File: src/rtl/sigmon_regs.vh
// Register offsets, field positions, reset values and sizes of the signal monitor bank.
`ifndef SIGMON_REGS_VH
`define SIGMON_REGS_VH
`define ADDR_OUTCOME 8'h37
`define ADDR_ERROR 8'h38
`define ADDR_STRENGTH 8'h39
`define ADDR_MATCH_CTRL 8'h3A
`define ADDR_PAT0 8'h3B
`define ADDR_PAT1 8'h3C
`define ADDR_PAT2 8'h3D
`define ADDR_PAT3 8'h3E
`define FAIL_BIT 7
`define TOL_MSB 6
`define TOL_LSB 5
`define LEN_MSB 4
`define LEN_LSB 0
`define CTRL_RESET 8'h00
`define PAT_BYTE_RESET 8'h00
`define CTRL_WMASK 8'h7F
`define FULL_LEN 6'h20
`define SRC_AUTO 1'b0
`define SRC_READ 1'b1
`endif

File: src/rtl/chip_mismatch_counter.v
// Counts chip mismatches inside the configured pattern window.
`timescale 1ns/1ps
`default_nettype none
module chip_mismatch_counter (
   // Compared words.
   input wire [31:0] chips,
   input wire [31:0] pattern,
   // Window length, 1 to 32.
   input wire [5:0] length,
   // Mismatch count.
   output reg [5:0] errors
);
   integer i;

   // Adds one for every differing chip below the window length.
   always @* begin
      errors = 6'h00;
      for (i = 0; i < 32; i = i + 1) begin
         if ((i < length) && (chips[i] != pattern[i])) begin
            errors = errors + 6'h01;
         end
      end
   end
endmodule // chip_mismatch_counter
`default_nettype wire

File: src/rtl/preamble_sigmon_status_regs.v
// Signal monitor status, error, strength and preamble match register bank.
// Operation
// Outcome bit 7: one on failure.
// Outcome bits 6..0 report seven check causes.
// Error register: bit 7 pattern timeout, causes.
// Top bits pair: none, impossible, ok, error; code reads 0/0 for none or pass, 1/0 failure, 1/1 timeout failure.
// Strength loads on completion or host sample.
// Tolerance field bits 6..5 allows 0..3 mismatches.
// Length field 1..31 direct, zero means 32.
// Pattern byte 0 holds chips 7..0.
// Bytes 1..3 hold chips 15..8, 23..16, 31..24.
// Sample on completion or status read; record source.
// Match when mismatches within tolerance over length.
`timescale 1ns/1ps
`default_nettype none
`include "sigmon_regs.vh"
module preamble_sigmon_status_regs (
   // Clock and reset.
   input wire clk_sys,
   input wire resetn,
   // Register access from the serial control interface.
   input wire [7:0] reg_addr,
   input wire [7:0] reg_wdata,
   input wire reg_wr,
   input wire reg_rd,
   output reg [7:0] reg_rdata,
   // Completion of a search or detection, with its outcome.
   input wire search_done,
   input wire search_failed,
   input wire pattern_timeout,
   input wire [6:0] check_causes,
   input wire [7:0] signal_strength_value,
   // Host request to sample the receive status.
   input wire sample_request,
   // Live chip stream, most significant chip first.
   input wire chip_valid,
   input wire chip_data,
   // Match result, sample source and the decoded tolerance and length.
   output wire preamble_match,
   output reg sample_source_flag,
   output wire [1:0] chip_error_tolerance,
   output wire [5:0] pattern_length_chips
);
   // Stored status: outcome flags, error flags and the sampled strength.
   reg [7:0] outcome_r;
   reg [7:0] outcome_nxt;
   reg [7:0] error_r;
   reg [7:0] error_nxt;
   reg [7:0] strength_r;
   reg [7:0] strength_nxt;

   // Decision and failure memory of the most recent completion.
   reg decided_r;
   reg decided_nxt;
   reg failed_r;
   reg failed_nxt;
   reg source_nxt;

   // Host settings: control byte and the four pattern bytes.
   reg [7:0] ctrl_r;
   reg [7:0] ctrl_nxt;
   reg [7:0] pat_mem_r [0:3];

   // Recent chips, newest in bit 0.
   reg [31:0] chips_r;
   reg [31:0] chips_nxt;

   // Read data about to be registered.
   reg [7:0] rdata_nxt;

   // Decoded views of the stored settings.
   wire [31:0] pattern_word;
   wire [5:0] mismatches;
   wire [5:0] tolerance_wide;
   wire [4:0] length_field;
   wire status_read;
   wire resample;
   wire [1:0] pat_sel;
   wire pat_hit;
   wire outcome_top;
   wire error_top;

   // Address decode, one select per register.
   wire sel_outcome;
   wire sel_error;
   wire sel_strength;
   wire sel_ctrl;
   wire sel_pat0;
   wire sel_pat1;
   wire sel_pat2;
   wire sel_pat3;

   // Write strobes of the read-write registers.
   wire wr_ctrl;
   wire wr_pat;

   // Cause bits by name, in register order.
   wire cause_chip_timeout;
   wire cause_chip_timing;
   wire cause_coding;
   wire cause_baud_rate;
   wire cause_strength_level;
   wire cause_amp_high;
   wire cause_amp_low;
   wire [6:0] causes_packed;
   wire [6:0] error_causes;
   wire error_timeout;

   // Loop index for the pattern memory reset.
   integer k;

   // One select per register address.
   assign sel_outcome = (reg_addr == `ADDR_OUTCOME);
   assign sel_error = (reg_addr == `ADDR_ERROR);
   assign sel_strength = (reg_addr == `ADDR_STRENGTH);
   assign sel_ctrl = (reg_addr == `ADDR_MATCH_CTRL);
   assign sel_pat0 = (reg_addr == `ADDR_PAT0);
   assign sel_pat1 = (reg_addr == `ADDR_PAT1);
   assign sel_pat2 = (reg_addr == `ADDR_PAT2);
   assign sel_pat3 = (reg_addr == `ADDR_PAT3);

   // Any of the four pattern bytes; the low address bits then pick the byte.
   assign pat_hit = sel_pat0 | sel_pat1 | sel_pat2 | sel_pat3;
   assign pat_sel = reg_addr[1:0] - 2'h3;

   // Writes reach only the read-write registers; status registers ignore them.
   assign wr_ctrl = reg_wr & sel_ctrl;
   assign wr_pat = reg_wr & pat_hit;

   // A read of a status register resamples the live strength and marks the source.
   assign status_read = reg_rd & (sel_outcome | sel_error | sel_strength);
   assign resample = sample_request | status_read;

   // Tolerance and length decode; zero length selects the full pattern.
   assign length_field = ctrl_r[`LEN_MSB:`LEN_LSB];
   assign chip_error_tolerance = ctrl_r[`TOL_MSB:`TOL_LSB];
   assign pattern_length_chips = (length_field == 5'h00) ? `FULL_LEN : {1'b0, length_field};
   assign tolerance_wide = {4'h0, chip_error_tolerance};

   // The four bytes form the reference word, byte 0 in the low chips.
   assign pattern_word = {pat_mem_r[3], pat_mem_r[2], pat_mem_r[1], pat_mem_r[0]};

   // Cause inputs by name, highest bit first.
   assign cause_chip_timeout = check_causes[6];
   assign cause_chip_timing = check_causes[5];
   assign cause_coding = check_causes[4];
   assign cause_baud_rate = check_causes[3];
   assign cause_strength_level = check_causes[2];
   assign cause_amp_high = check_causes[1];
   assign cause_amp_low = check_causes[0];
   assign causes_packed = {cause_chip_timeout, cause_chip_timing, cause_coding, cause_baud_rate,
      cause_strength_level, cause_amp_high, cause_amp_low};

   // Error causes are kept only for a failed completion, so a pass leaves them clear.
   assign error_causes = search_failed ? causes_packed : 7'h00;
   assign error_timeout = search_failed & pattern_timeout;

   // Mismatch counter over the configured window.
   chip_mismatch_counter u_count (
      .chips(chips_r),
      .pattern(pattern_word),
      .length(pattern_length_chips),
      .errors(mismatches)
   );

   // Match when the differing chips stay within the tolerance.
   assign preamble_match = (tolerance_wide >= mismatches);

   // Next chip window: a valid chip shifts in at the low end.
   always @* begin
      chips_nxt = chips_r;
      if (chip_valid) begin
         chips_nxt = {chips_r[30:0], chip_data};
      end
   end

   // Chip window register.
   always @(posedge clk_sys or negedge resetn) begin
      if (!resetn) begin
         chips_r <= 32'h00000000;
      end else begin
         chips_r <= chips_nxt;
      end
   end

   // Next control value; the reserved bit is masked so it always reads zero.
   always @* begin
      ctrl_nxt = ctrl_r;
      if (wr_ctrl) begin
         ctrl_nxt = reg_wdata & `CTRL_WMASK;
      end
   end

   // Control register.
   always @(posedge clk_sys or negedge resetn) begin
      if (!resetn) begin
         ctrl_r <= `CTRL_RESET;
      end else begin
         ctrl_r <= ctrl_nxt;
      end
   end

   // Pattern bytes, addressed by the byte index.
   always @(posedge clk_sys or negedge resetn) begin
      if (!resetn) begin
         for (k = 0; k < 4; k = k + 1) begin
            pat_mem_r[k] <= `PAT_BYTE_RESET;
         end
      end else if (wr_pat) begin
         pat_mem_r[pat_sel] <= reg_wdata;
      end
   end

   // Next status: a completion loads everything, a host sample only the strength and the source flag.
   // A completion outranks a sample in the same cycle, so the source reads automatic.
   always @* begin
      outcome_nxt = outcome_r;
      error_nxt = error_r;
      strength_nxt = strength_r;
      decided_nxt = decided_r;
      failed_nxt = failed_r;
      source_nxt = sample_source_flag;
      if (search_done) begin
         outcome_nxt = {1'b1, causes_packed};
         error_nxt = {error_timeout, error_causes};
         decided_nxt = 1'b1;
         failed_nxt = search_failed;
         strength_nxt = signal_strength_value;
         source_nxt = `SRC_AUTO;
      end else if (resample) begin
         strength_nxt = signal_strength_value;
         source_nxt = `SRC_READ;
      end
   end

   // Status registers.
   always @(posedge clk_sys or negedge resetn) begin
      if (!resetn) begin
         outcome_r <= 8'h00;
         error_r <= 8'h00;
         strength_r <= 8'h00;
         decided_r <= 1'b0;
         failed_r <= 1'b0;
         sample_source_flag <= `SRC_AUTO;
      end else begin
         outcome_r <= outcome_nxt;
         error_r <= error_nxt;
         strength_r <= strength_nxt;
         decided_r <= decided_nxt;
         failed_r <= failed_nxt;
         sample_source_flag <= source_nxt;
      end
   end

   // Top bits: both stay zero until a decision exists, so 0/1 never shows.
   assign outcome_top = decided_r & failed_r;
   assign error_top = decided_r & failed_r & error_r[`FAIL_BIT];

   // Read data mux; unmapped addresses and the reserved bit read zero.
   always @* begin
      rdata_nxt = 8'h00;
      case (reg_addr)
         `ADDR_OUTCOME: rdata_nxt = {outcome_top, outcome_r[6:0]};
         `ADDR_ERROR: rdata_nxt = {error_top, error_r[6:0]};
         `ADDR_STRENGTH: rdata_nxt = strength_r;
         `ADDR_MATCH_CTRL: rdata_nxt = ctrl_r;
         `ADDR_PAT0: rdata_nxt = pat_mem_r[pat_sel];
         `ADDR_PAT1: rdata_nxt = pat_mem_r[pat_sel];
         `ADDR_PAT2: rdata_nxt = pat_mem_r[pat_sel];
         `ADDR_PAT3: rdata_nxt = pat_mem_r[pat_sel];
         default: rdata_nxt = 8'h00;
      endcase
   end

   // Read data register; it holds its value until the next read.
   always @(posedge clk_sys or negedge resetn) begin
      if (!resetn) begin
         reg_rdata <= 8'h00;
      end else if (reg_rd) begin
         reg_rdata <= rdata_nxt;
      end
   end
endmodule // preamble_sigmon_status_regs
`default_nettype wire

File: config.mk
export PLATFORM = sky130hd
export DESIGN_NAME = preamble_sigmon_status_regs
export DESIGN_NICKNAME = d
export VERILOG_FILES = /design/src/rtl/chip_mismatch_counter.v /design/src/rtl/preamble_sigmon_status_regs.v
export VERILOG_INCLUDE_DIRS = /design/src /design/src/rtl
export SDC_FILE = /design/constraint.sdc
export NUM_CORES = 1
export LEC_CHECK = 0
export ABC_AREA = 1
export BUFFER_PORTS_ARGS = -buffer_cell sky130_fd_sc_hd__buf_2
export CAP_MARGIN = 20
export CORE_MARGIN = 4
export CORE_UTILIZATION = 45
export DETAILED_ROUTE_END_ITERATION = 7
export PLACE_DENSITY = 0.67
export SETUP_SLACK_MARGIN = 0.4
export SLEW_MARGIN = 25
export SYNTH_ARGS = -nofsm -noshare
export SYNTH_HDL_FRONTEND = slang
export SYNTH_SLANG_ARGS = --single-unit
File: constraint.sdc
create_clock -name clk_sys -period 38.8 [get_ports clk_sys]
set_input_delay 0 -clock clk_sys [delete_from_list [all_inputs] [get_ports clk_sys]]
set_output_delay 0 -clock clk_sys [all_outputs]
set_load 0.05 [all_outputs]
==> impl_metrics.csv <==
group,metric,value,unit
run_status,status,"complete, no violations",
worst_setup_path,crit_fanout,10,
yosys,synth_fa_ha_area_frac,0.0461,
floorplan,die_h,157,um
floorplan,die_w,157,um
yosys,synth_warnings,0,
sta,setup-violations-final,0,
floorplan,dieArea,24800,sq um
placed_design,numPortBuffers,58,
sta,hold_viol_final,0,
floorplan,core_area,21900,sq um
cells_and_area,syn_to_final_growth,10.6,%
min_path,hold_path_depth,3,
power_and_ir_drop,p_leak,6.15,nW
cells_and_area,nFillCells,2179,
routing,drt_pass1_iterations,6,
sta,fin_crit,17.26,ns
sta,max_freq,0.0580,GHz
worst_setup_path,r2r.worst_path.cells,5,
yosys,synth-seq-cells,105,
cts,cts_root_buffer,"clkbuf_16",
sta,fin_hold_ws,0.0169,ns
sta,slew_viol_final,0,
sta,clock_skew,0.00719,ns
grt,grt.overflow.total,0,
worst_setup_path,start_kind,"flop",
power_and_ir_drop,p_per_area,93.4,nW/um^2
routing,postRouteAntennaNets,0,
sta,tns,0,ns
routing,drt_iter0_drc,506,
floorplan,initial_core_util,0.459,
min_path,min_to,"pat_mem_r[3]",
yosys,syn_area_per_cell,6.73,sq um
yosys,synth_seq_area_share,0.262,
power_and_ir_drop,p_clk_frac,0.083,
placed_design,hpwl,18600,um
power_and_ir_drop,peakVddDrop,0.0540,mV
grt,grt_pass1_vias,8720,
worst_setup_path,path_class,"reg -> out",
cells_and_area,layoutNonFillerInstCount,1844,
yosys,async_flop_share,1.00,
power_and_ir_drop,power.share.switching,0.564,
sta,worst_slew_margin_rel,0.481,
yosys,synth_area_leaders,"dfrtp_1 (26%), nand2_1 (13%), inv_1 (9.4%)",
power_and_ir_drop,combPwrFrac,0.794,
floorplan,row_count,54,
routing,finalWirelength,23100,um
yosys,yosysUniqueCellTypes,46,
worst_setup_path,cp-end-kind,"output port",
yosys,synthXorXnorAreaFrac,0.0313,
cells_and_area,fin_nets,1638,
yosys,synth.net_count,1570,
yosys,yosysTopAreaCellShare,0.262,
yosys,synth_mux_area_frac,0.0111,
sta,tightest_slew,0.778,ns
cts,clkTransAtPathRegs,0.07,ns
cts,worstSkewPairLatency,0.35,ns
yosys,netlist_area,10000,sq um
worst_setup_path,worstReg2RegEnd,"reg_rdata[3]",
cts,cts_tree,"done",
yosys,synth_compound_area_frac,0.0808,
yosys,synth_largest_area_cell,"dfrtp_1",
sta,grt_setup_unrepaired,"false",
routing,via_count,9158,
routing,drc,0,
cts,htreeDepth,3,
worst_setup_path,critical_path.max_stage_delay,0.52,ns
cts,clock_sinks,105,
power_and_ir_drop,p_int,0.452,mW
yosys,synth_ff_type,"dfrtp_1",
min_path,hp-start,"reg_wdata[3]",
yosys,netlist_instances,1492,
cts,ctsResizeCount,0,
placed_design,gp_congestion,0.900,
cells_and_area,diodes,0,
grt,grt_max_degree,87,
worst_setup_path,worst_ep_required_time,38.80,ns
grt,antenna_found_initial,0,
flow_run,maxCapViolCount,0,
sta,period_share,0.445,
power_and_ir_drop,p_seq_frac,0.122,
worst_setup_path,r2r_start,"pat_mem_r[19]",
yosys,synth-simple-area-share,0.454,
min_path,hold_path.class,"in -> reg",
worst_setup_path,worstPathArrival,17.26,ns
yosys,synth_edf_count,0,
grt,grt_pass1_wl,40100,um
placed_design,place_inst,1804,
cts,cts_max_path_buffers,2,
worst_setup_path,reg2reg_setup_slack,37.30,ns
floorplan,pin_count,59,
yosys,synth_top_family_by_area,"simple AND/OR/NAND/NOR gates",
cells_and_area,drive_above_1_share,0.223,
cts,numCtsBuffers,9,
routing,wl_per_cell,12.5,um
worst_setup_path,crit_path_frequent_cell,"nand2_1",
routing,vias_per_cell,4.97,
power_and_ir_drop,p_switching,0.585,mW
grt,grt_usage,0.193,
worst_setup_path,crit_path_top_delay_cell,"dfrtp_1",
timing repair:
item | 4_1_cts | 5_1_grt
endpoints found under the hold margin | 45 | 0
hold buffers | 25 | 0
buffers inserted | 0 | 0
logic make-up after synthesis:
family                   after synthesis
flip-flops                           105
multiplexers                          10
AO/OA/AOI/OAI                        143
XOR/XNOR                              35
AND/OR/NAND/NOR                      861
buffers and inverters                301
adder cells (fa/ha/maj)               37
power by group through the flow:
stage / Combinational, mW / Clock, mW / Sequential [mW]
5_1_grt: 0.954 / 0.0919 / 0.128
3_5_place_dp: 0.824 / 0 / 0.129
4_1_cts: 0.831 / 0.0876 / 0.127
2_1_floorplan: 0.716 / 0 / 0.127
6_report: 0.824 / 0.0863 / 0.127
3_3_place_gp: 0.807 / 0 / 0.129
per-stage QoR:
step	area (sq um)	util	setup WS, ns	power (mW)
2_1_floorplan	10000	-	22.75	0.843
3_3_place_gp	10600	0.483	22.40	0.936
3_5_place_dp	10600	0.484	21.89	0.953
4_1_cts	11100	0.508	21.46	1.05
5_1_grt	11100	0.508	20.07	1.17
6_report	11100	0.508	21.54	1.04
synthesized netlist by cell type (7+ instances only):
master and number:
nor3_1 13, a21oi_1 21, ha_1 37, nand2_2 134, nand2_1 336, o21ai_0 94
xor2_1 19, clkbuf_1 25, nor2_1 118, mux2_2 9, inv_2 16, nand3_2 68
inv_1 252, nand4_1 14, nand3b_1 19, o32ai_1 7, xnor2_1 15, nand2_4 15
dfrtp_1 105, nand3_1 117
cell usage in the layout (no fill, tap or decap), types with 3 or more instances in the layout:
cell type	count
dfrtp_1	105
a21oi_1	21
o21ai_0	94
dlygate4sd3_1	25
o32ai_1	7
nand3b_1	19
nor2_1	118
nand2_2	134
mux2_2	9
xor2_1	19
a221oi_1	6
clkinv_4	3
buf_2	57
nand2_4	15
inv_1	252
clkbuf_16	9
ha_1	37
a31oi_1	5
inv_2	16
nor3_1	13
nand2_1	336
or2_2	5
nor2_2	6
nand3_1	117
nand4_1	14
nand3_4	6
buf_4	4
xnor2_1	15
nand3_2	68
routing by layer:
layer | wire [um] | GRT usage | vias to the layer above
met4 | 586 | 0.0541 | 0
li1 | - | - | 4851
met1 | 11000 | 0.261 | 4105
met5 | 0 | 0 | -
met3 | 649 | 0.0181 | 38
met2 | 10800 | 0.330 | 164
worst max-delay path: cells and delay by family (launching register included):
family                     cells  cell delay [ns]
AOI/OAI and AO/OA              9             1.19
DFF                            1             0.52
buffers and inverters          5             0.49
and+or+nand+nor               57             5.64
adders and majority gates     31             8.86
muxes                          1             0.16
cell type report:
| type | count | area (sq um) | area share |
|---|---|---|---|
| Clock inverter | 6 | 52.6 | 0.00473 |
| Inverter | 271 | 1020 | 0.0922 |
| Sequential cell | 105 | 2630 | 0.236 |
| Multi-Input combinational cell | 1086 | 6260 | 0.563 |
| Timing Repair Buffer | 87 | 577 | 0.0519 |
| Clock buffer | 9 | 225 | 0.0203 |
| Tap cell | 280 | 350 | 0.0315 |
how the worst max path moves through the flow:
| stage | start | depth (start not counted) | slack (ns) | to |
|---|---|---|---|---|
| 5_1_grt | ctrl_r[2] | 103 | 20.07 | preamble_match |
| 6_report | ctrl_r[2] | 103 | 21.54 | preamble_match |
| 3_3_place_gp | ctrl_r[2] | 103 | 22.40 | preamble_match |
| 3_5_place_dp | ctrl_r[2] | 103 | 21.89 | preamble_match |
| 2_1_floorplan | ctrl_r[2] | 103 | 22.75 | preamble_match |
| 4_1_cts | ctrl_r[2] | 103 | 21.46 | preamble_match |
sequential cells by signal, summed over array words and instances (netlist names):
register and count:
chips_r 32, ctrl_r 7, decided_r 1, error_r 8
failed_r 1, outcome_r 7, pat_mem_r 32, reg_rdata 8
sample_source_flag 1, strength_r 8
(Power assumes the default switching activity.)
